File: config.mk
export PLATFORM = sky130hd
export DESIGN_NAME = ddr_io_pair
export DESIGN_NICKNAME = d
export VERILOG_FILES = /design/src/hw/ddr_pkg.sv /design/src/hw/ddr_fifo.sv /design/src/hw/ddr_io_pair.sv
export SDC_FILE = /design/constraint.sdc
export NUM_CORES = 1
export LEC_CHECK = 0
export BUFFER_PORTS_ARGS = -buffer_cell sky130_fd_sc_hd__buf_2
export CORE_MARGIN = 3
export CORE_UTILIZATION = 54
export CTS_BUF_LIST = sky130_fd_sc_hd__clkbuf_16
export CTS_CLUSTER_DIAMETER = 200
export CTS_CLUSTER_SIZE = 10
export DETAILED_ROUTE_END_ITERATION = 10
export PLACE_DENSITY = 0.82
export SETUP_SLACK_MARGIN = 0.5
export SYNTH_ARGS = -nofsm -noshare
export SYNTH_HDL_FRONTEND = slang
export SYNTH_SLANG_ARGS = --single-unit
export TNS_END_PERCENT = 20
File: constraint.sdc
create_clock -name core_clk_i -period 2.6 [get_ports core_clk_i]
set_input_delay 0.39 -clock core_clk_i [delete_from_list [all_inputs] [get_ports core_clk_i]]
set_output_delay 0.39 -clock core_clk_i [all_outputs]
set_load 0.05 [all_outputs]
File: src/hw/ddr_pkg.sv
// Purpose: Shared constants for the DDR io_cell register pair block
// Assumes: One 100 MHz core clock samples both link clock pairs
// Notes:   Reset values and FIFO geometry live here
package ddr_pkg;
  localparam int        DDR_FIFO_WIDTH  = 2;
  localparam int        DDR_FIFO_DEPTH  = 16;
  localparam int        DDR_FIFO_AW     = 4;
  localparam logic      DDR_FLOP_RST    = 1'b0;
  localparam logic      DDR_BOTH_FORCE_VAL = 1'b0;
  localparam logic [1:0] DDR_SYNC_RST   = 2'h0;
endpackage

File: src/hw/ddr_fifo.sv
// Purpose: Small synchronous FIFO with valid/ready on both sides
// Assumes: Single clock, synchronous active-low reset
// Notes:   Depth must be a power of two
`timescale 1ns/1ns
module ddr_fifo
  import ddr_pkg::*;
#(
  parameter int WIDTH = DDR_FIFO_WIDTH,
  parameter int DEPTH = DDR_FIFO_DEPTH,
  parameter int AW    = DDR_FIFO_AW
) (
  // Clock and reset
  input  wire logic             core_clk_i,
  input  wire logic             reset_n_i,
  // Write side
  input  wire logic             in_valid_i,
  output logic                  in_ready_o,
  input  wire logic [WIDTH-1:0] in_data_i,
  // Read side
  output logic                  out_valid_o,
  input  wire logic             out_ready_i,
  output logic      [WIDTH-1:0] out_data_o
);
  logic [WIDTH-1:0] mem_reg [DEPTH];
  logic [AW:0]      wr_ptr_reg;
  logic [AW:0]      wr_ptr_next;
  logic [AW:0]      rd_ptr_reg;
  logic [AW:0]      rd_ptr_next;
  logic             push;
  logic             pop;

  // Full and empty from pointer difference
  assign in_ready_o  = (wr_ptr_reg - rd_ptr_reg) != (AW+1)'(DEPTH);
  assign out_valid_o = wr_ptr_reg != rd_ptr_reg;
  assign out_data_o  = mem_reg[rd_ptr_reg[AW-1:0]];
  assign push        = in_valid_i && in_ready_o;
  assign pop         = out_valid_o && out_ready_i;

  // Pointer next values
  always_comb begin
    wr_ptr_next = wr_ptr_reg + (AW+1)'(push);
    rd_ptr_next = rd_ptr_reg + (AW+1)'(pop);
  end

  // Pointer and storage registers
  always_ff @(posedge core_clk_i) begin
    if (!reset_n_i) begin
      wr_ptr_reg <= '0;
      rd_ptr_reg <= '0;
    end else begin
      wr_ptr_reg <= wr_ptr_next;
      rd_ptr_reg <= rd_ptr_next;
    end
    if (push) begin
      mem_reg[wr_ptr_reg[AW-1:0]] <= in_data_i;
    end
  end
endmodule

File: src/hw/ddr_io_pair.sv
// Summary of operation
// Cascade is used only when the pin pair is differential.
// Cascade path stays between the paired cells, never on fabric ports.
// Input first bit on clock a rise, second bit on clock b rise.
// With cascade, second bit re-registered on clock a before delivery.
// Without cascade, fabric moves both bits into one domain itself.
// Output first bit on clock a rise, second bit on clock b rise.
// DDR multiplexer combines both launched bits onto the output pin.
// Fabric resyncs second output bit into clock b domain itself.
// Alignment option unused; pair acts as plain DDR output flop.
// Set/reset and reverse together force every element to zero.
// Elements load only with clock enable asserted; open enable asserts.
// The two clocks of each pair are complementary.
// Mux shows first bit after a rise, second after b rise.
//
// Purpose: DDR input capture and output launch of one io_cell pair
// Assumes: Link clocks far slower than core clock (160 ns period)
// Notes:   Link clocks are sampled; their rises become enable pulses
`timescale 1ns/1ns
module ddr_io_pair
  import ddr_pkg::*;
(
  // Core clock and reset
  input  wire logic       core_clk_i,
  input  wire logic       reset_n_i,
  // Configuration
  input  wire logic       differential_i,
  input  wire logic       cascade_en_i,
  // Storage element controls
  input  wire logic       set_reset_line_i,
  input  wire logic       reverse_line_i,
  input  wire logic       set_high_i,
  input  wire logic       in_clk_en_i,
  input  wire logic       out_clk_en_i,
  // Input pin and clocks
  input  wire logic       data_pin_i,
  input  wire logic       input_clock_a_i,
  input  wire logic       input_clock_b_i,
  // Captured data to fabric
  output logic            first_edge_bit_o,
  output logic            second_edge_bit_o,
  output logic            rx_valid_o,
  input  wire logic       rx_ready_i,
  // Output clocks and fabric data
  input  wire logic       output_clock_a_i,
  input  wire logic       output_clock_b_i,
  input  wire logic       tx_first_bit_i,
  input  wire logic       tx_second_bit_i,
  // Output pin
  output logic            data_pin_o
);
  // Two-flop synchronisers for pin and link clocks
  logic [4:0] sync1_reg;
  logic [4:0] sync2_reg;
  logic [4:0] sync3_reg;
  always_ff @(posedge core_clk_i) begin
    if (!reset_n_i) begin
      sync1_reg <= '0;
      sync2_reg <= '0;
      sync3_reg <= '0;
    end else begin
      sync1_reg <= {output_clock_b_i, output_clock_a_i, input_clock_b_i,
                    input_clock_a_i, data_pin_i};
      sync2_reg <= sync1_reg;
      sync3_reg <= sync2_reg;
    end
  end

  logic din;
  logic ia_rise;
  logic ib_rise;
  logic oa_rise;
  logic ob_rise;
  assign din     = sync2_reg[0];
  assign ia_rise = sync2_reg[1] && !sync3_reg[1];
  assign ib_rise = sync2_reg[2] && !sync3_reg[2];
  assign oa_rise = sync2_reg[3] && !sync3_reg[3];
  assign ob_rise = sync2_reg[4] && !sync3_reg[4];

  // Cascade permitted only on a differential pair
  logic casc;
  assign casc = cascade_en_i && differential_i;

  // Storage element update: forced value, load, or hold
  function automatic logic elem(input logic q, input logic d,
                                input logic ld, input logic fset,
                                input logic fflip, input logic hi);
    logic r;
    r = q;
    if (fset && fflip) begin
      r = DDR_BOTH_FORCE_VAL;
    end else if (fset) begin
      r = hi;
    end else if (fflip) begin
      r = !hi;
    end else if (ld) begin
      r = d;
    end
    return r;
  endfunction

  // Input, cascade slave and output element state
  logic in_a_reg, in_a_next, in_b_reg, in_b_next;
  logic slv_reg, slv_next, out_a_reg, out_a_next;
  logic out_b_reg, out_b_next, mux_reg, mux_next;
  logic push_reg, push_next;
  logic force_set;
  logic force_flip;
  logic ice;
  logic oce;
  assign force_set  = set_reset_line_i;
  assign force_flip = reverse_line_i;
  assign ice = in_clk_en_i;
  assign oce = out_clk_en_i;

  // Next-state of all storage elements and DDR mux
  always_comb begin
    in_a_next  = elem(in_a_reg, din, ia_rise && ice, force_set,
                      force_flip, set_high_i);
    in_b_next  = elem(in_b_reg, din, ib_rise && ice, force_set,
                      force_flip, set_high_i);
    slv_next   = elem(slv_reg, in_b_reg, ia_rise && ice, force_set,
                      force_flip, set_high_i);
    out_a_next = elem(out_a_reg, tx_first_bit_i, oa_rise && oce,
                      force_set, force_flip, set_high_i);
    out_b_next = elem(out_b_reg, tx_second_bit_i, ob_rise && oce,
                      force_set, force_flip, set_high_i);
    mux_next   = mux_reg;
    if (oa_rise) begin
      mux_next = out_a_next;
    end else if (ob_rise) begin
      mux_next = out_b_next;
    end
    push_next  = ia_rise && ice;
  end

  // Register all storage elements, mux and push strobe
  always_ff @(posedge core_clk_i) begin
    if (!reset_n_i) begin
      in_a_reg  <= DDR_FLOP_RST;
      in_b_reg  <= DDR_FLOP_RST;
      slv_reg   <= DDR_FLOP_RST;
      out_a_reg <= DDR_FLOP_RST;
      out_b_reg <= DDR_FLOP_RST;
      mux_reg   <= DDR_FLOP_RST;
      push_reg  <= 1'b0;
    end else begin
      in_a_reg  <= in_a_next;
      in_b_reg  <= in_b_next;
      slv_reg   <= slv_next;
      out_a_reg <= out_a_next;
      out_b_reg <= out_b_next;
      mux_reg   <= mux_next;
      push_reg  <= push_next;
    end
  end

  // Pin driven from the DDR mux flop
  assign data_pin_o = mux_reg;

  // Word to fabric: cascade delivers the slave bit, else raw second bit
  logic [1:0] word;
  logic       ff_valid;
  logic [1:0] ff_data;
  logic       ff_take;
  assign word = {casc ? slv_reg : in_b_reg, in_a_reg};

  ddr_fifo #(
    .WIDTH (DDR_FIFO_WIDTH),
    .DEPTH (DDR_FIFO_DEPTH),
    .AW    (DDR_FIFO_AW)
  ) u_fifo (
    .core_clk_i  (core_clk_i),
    .reset_n_i   (reset_n_i),
    .in_valid_i  (push_reg),
    .in_ready_o  (),
    .in_data_i   (word),
    .out_valid_o (ff_valid),
    .out_ready_i (ff_take),
    .out_data_o  (ff_data)
  );

  // Output stage register so fabric outputs come from flops
  logic [1:0] rx_reg, rx_next;
  logic       rxv_reg, rxv_next;
  assign ff_take = ff_valid && (!rxv_reg || rx_ready_i);
  always_comb begin
    rx_next  = rx_reg;
    rxv_next = rxv_reg && !rx_ready_i;
    if (ff_take) begin
      rx_next  = ff_data;
      rxv_next = 1'b1;
    end
  end
  always_ff @(posedge core_clk_i) begin
    if (!reset_n_i) begin
      rx_reg  <= DDR_SYNC_RST;
      rxv_reg <= 1'b0;
    end else begin
      rx_reg  <= rx_next;
      rxv_reg <= rxv_next;
    end
  end
  assign first_edge_bit_o  = rx_reg[0];
  assign second_edge_bit_o = rx_reg[1];
  assign rx_valid_o        = rxv_reg;

  // Checks
  chk_force_both_zero: assert property (@(posedge core_clk_i)
    disable iff (!reset_n_i) (force_set && force_flip)
    |=> !in_a_reg && !out_b_reg)
    else $error("set/reset with reverse did not clear");
  chk_capture_a: assert property (@(posedge core_clk_i)
    disable iff (!reset_n_i) (ia_rise && ice && !force_set && !force_flip)
    |=> in_a_reg == $past(din))
    else $error("first bit not captured");
  chk_hold_ce: assert property (@(posedge core_clk_i)
    disable iff (!reset_n_i) (!ice && !force_set && !force_flip)
    |=> $stable(in_b_reg))
    else $error("element loaded without enable");
  chk_cascade_path: assert property (@(posedge core_clk_i)
    disable iff (!reset_n_i) (ia_rise && ice && !force_set && !force_flip)
    |=> slv_reg == $past(in_b_reg))
    else $error("slave not reloaded");
  chk_cascade_gate: assert property (@(posedge core_clk_i)
    disable iff (!reset_n_i) !differential_i |-> word[1] == in_b_reg)
    else $error("cascade used on single-ended pin");
  chk_launch_b: assert property (@(posedge core_clk_i)
    disable iff (!reset_n_i) (ob_rise && oce && !force_set && !force_flip)
    |=> out_b_reg == $past(tx_second_bit_i))
    else $error("b not launched");
  chk_mux_a: assert property (@(posedge core_clk_i)
    disable iff (!reset_n_i) oa_rise |=> data_pin_o == out_a_reg)
    else $error("pin not first bit");
  chk_mux_b: assert property (@(posedge core_clk_i)
    disable iff (!reset_n_i) (ob_rise && !oa_rise)
    |=> data_pin_o == out_b_reg)
    else $error("pin not second bit");
endmodule

==> results.py <==
metrics = {
    "logic_synthesis": {
        "netlist_instances": 253,
        "seq_area_frac_synth": 0.544,
        "ys_ff_latch": 66,
        "synth_cell_types": 38,
        "syn_avg_cell_area_um2": 11.9,
        "synth_area_um2": 3020,
        "async_flop_share": 0,
        "synth_edf_count": 32,
        "yosysWarnings": 0,
        "synthTopCellsByArea": "edfxtp_1 32%, dfxtp_1 23%, mux4_1 5.2%",
        "synth_top_area_share": 0.318,
        "synth_fp_nets": 278,
        "yosys.area.top_type": "edfxtp_1",
        "synth_flop_cell": "dfxtp_1",
    },
    "timing": {
        "finalClockSkew_ns": 0.0100,
        "fin_tns_setup_ns": 0,
        "relSlewSlack": 0.590,
        "hold_slack_ns": 0.269,
        "post-route-min-period_ns": 2.19,
        "rsz0062_at_grt": "yes",
        "worst_pin_slew_ns": 0.615,
        "fin_ws_ns": 0.415,
        "slew_viol_final": 0,
        "period_share": 0.840,
        "fmax_mhz": 458,
        "hold_viol": 0,
        "setup_violations": 0,
    },
    "routing": {
        "wirelength_mm": 6.42,
        "vias": 2079,
        "viasPerCell": 5.82,
        "drc_errors": 0,
        "ant_nets": 0,
        "drt-initial-drc-count": 205,
        "dr.pass1.iters": 5,
        "wl_per_cell_um": 18.0,
    },
    "clocking": {
        "cts_tree": "built",
        "root_buffer": "clkbuf_16",
        "numCtsBuffers": 9,
        "clkSinkCount": 66,
        "path_clk_slew_ns": 0.05,
        "cts_hold_buf": 0,
        "htreeDepth": 3,
        "ctsLongestPathBuffers": 2,
        "clkLatencyLatePin_ns": 0.33,
    },
    "die": {
        "io-pin-count": 21,
        "die_x_um": 80.8,
        "core_area_um2": 5270,
        "die_h_um": 80.8,
        "initial_core_util": 0.573,
        "rows": 26,
        "dieArea_um2": 6520,
    },
    "placed_design": {
        "gp_congestion": 0.848,
        "place_ws_ns": 0.268,
        "io_buffers": 20,
        "hpwlAfterDp_mm": 4.14,
    },
    "final_layout": {
        "layout_commonest_cell": "edfxtp_1",
        "n_antenna_cell": 0,
        "final_nets": 307,
        "final_cell_mix": "32 x edfxtp_1, 29 x dfxtp_1, 20 x buf_2",
        "largest_reg_flops": 32,
        "area_delta_synth_final_pct": 21.2,
        "fillers": 373,
        "drive_above_1_share": 0.254,
    },
    "hold_path": {
        "hold_depth": 2,
        "worstHoldPathType": "in2reg",
    },
    "worst_setup_path": {
        "crit_type": "reg2reg",
        "slowest_stage": "dfxtp_2",
        "cp_max_fo": 2,
        "cp-end-kind": "flop",
        "start_kind": "flop",
        "reg2regPathDepth": 12,
        "critical_path_arrival_ns": 2.39,
        "slowest_delay_ns": 0.35,
        "cp_cell_sequence": "inv_4, ha_4, nor2b_4, o21a_1, buf_6, nor4_4, o31ai_2, ha_2, ha_4, nand3_2, xor2_1, nor2_1",
        "required_ns": 2.80,
        "path_common_cell": "ha_4",
    },
    "outcome": {
        "outcome": "finished clean",
    },
    "pwr": {
        "power_per_cell_area_nw_per_um2": 757,
        "worst_ir_drop_vdd_uv": 599,
        "p_leak_uw": 0.00149,
    },
    "grt": {
        "grt_pass1_wl_mm": 10.2,
        "grt_pass1_vias": 2022,
        "grt.total_usage": 0.215,
        "grt-ovfl-total": 0,
        "grt_max_degree": 21,
        "grt_antenna_before_repair": 0,
    },
    "flow_run": {
        "max-cap-violations": 0,
    },
}
path summary, 6_finish.rpt:
kind | startpoint | to | slack (ns)
max | u_fifo.rd_ptr_reg[1] | u_fifo.wr_ptr_reg[4] | 0.41
min | input_clock_a_i | sync1_reg[1] | 0.27
max reg2reg | u_fifo.rd_ptr_reg[1] | u_fifo.wr_ptr_reg[4] | 0.41
min reg2reg | sync1_reg[1] | sync2_reg[1] | 0.43
worst max-delay path, delay by kind of cell, from the launching register on:
kind            cells  cell delay (ns)
simple gates        4             0.52
buf+inv             2             0.16
fa+ha+maj           3             0.59
flops               1             0.35
xor+xnor            1             0.16
compound gates      2             0.28
report_power, final:
part	leakage (uW)	total (uW)	switching (uW)	internal [uW]
logic	0.000753	441	255	186
registers	0.000575	1150	24.2	1130
clock network	0.000157	1180	426	751
what timing repair did:
action / 4_1_cts / 5_1_grt
buffers inserted: 2 / 2
pin swaps: 4 / 2
setup endpoints to repair: 37 / 38
gates resized for setup: 8 / 10
cells in the mapped netlist (2+ instances only):
cell / count
nor2b_1: 6
xnor2_1: 4
dfxtp_1: 34
mux4_1: 6
edfxtp_1: 32
o21bai_1: 16
o31ai_1: 17
and2_1: 19
nand2b_1: 2
inv_1: 7
xor2_1: 5
a221oi_1: 2
mux2i_1: 2
nand2_1: 8
o21a_1: 2
clkbuf_1: 9
mux4_2: 4
a21oi_1: 7
mux2_1: 2
nand3_1: 20
nand3b_1: 4
o21ai_0: 7
o21ai_1: 2
nor2_1: 15
ha_1: 8
through the flow:
step                      total power, uW  instance area (um2)  cells   util
after floorplan                      1470                 3090    253      -
after global placement               1570                 3240    337  0.616
after detailed placement             1580                 3240    337  0.616
after CTS                            2750                 3600    355  0.682
after global routing                 2880                 3660    357  0.694
final                                2770                 3660    357  0.694
logic make-up (layout without fill, tap and decap cells):
kind of cell / Yosys count / count (layout) / share of synthesized area
simple gates: 79 / 79 / 0.141
buf+inv: 20 / 54 / 0.0278
mux: 15 / 15 / 0.0999
xor+xnor: 9 / 9 / 0.0261
fa+ha+maj: 8 / 8 / 0.0332
compound gates: 56 / 56 / 0.128
flops: 66 / 66 / 0.544
area by class of cell:
cell class                      instances  area (um2)  share of cell area
Sequential cell                        66        1650               0.451
Multi-Input combinational cell        167        1410               0.385
Clock buffer                           11         275              0.0752
Timing Repair Buffer                   30         183              0.0499
Tap cell                               70        87.6              0.0239
Inverter                                8        32.5             0.00889
Clock inverter                          5        23.8             0.00650
routing by layer:
layer / vias up / GRT usage / part of all wire
li1: 1002 / - / -
met1: 998 / 0.247 / 0.39
met2: 68 / 0.372 / 0.53
met3: 11 / 0.0721 / 0.052
met4: 0 / 0.0845 / 0.025
met5: - / 0 / 0
(Power assumes the default switching activity.)
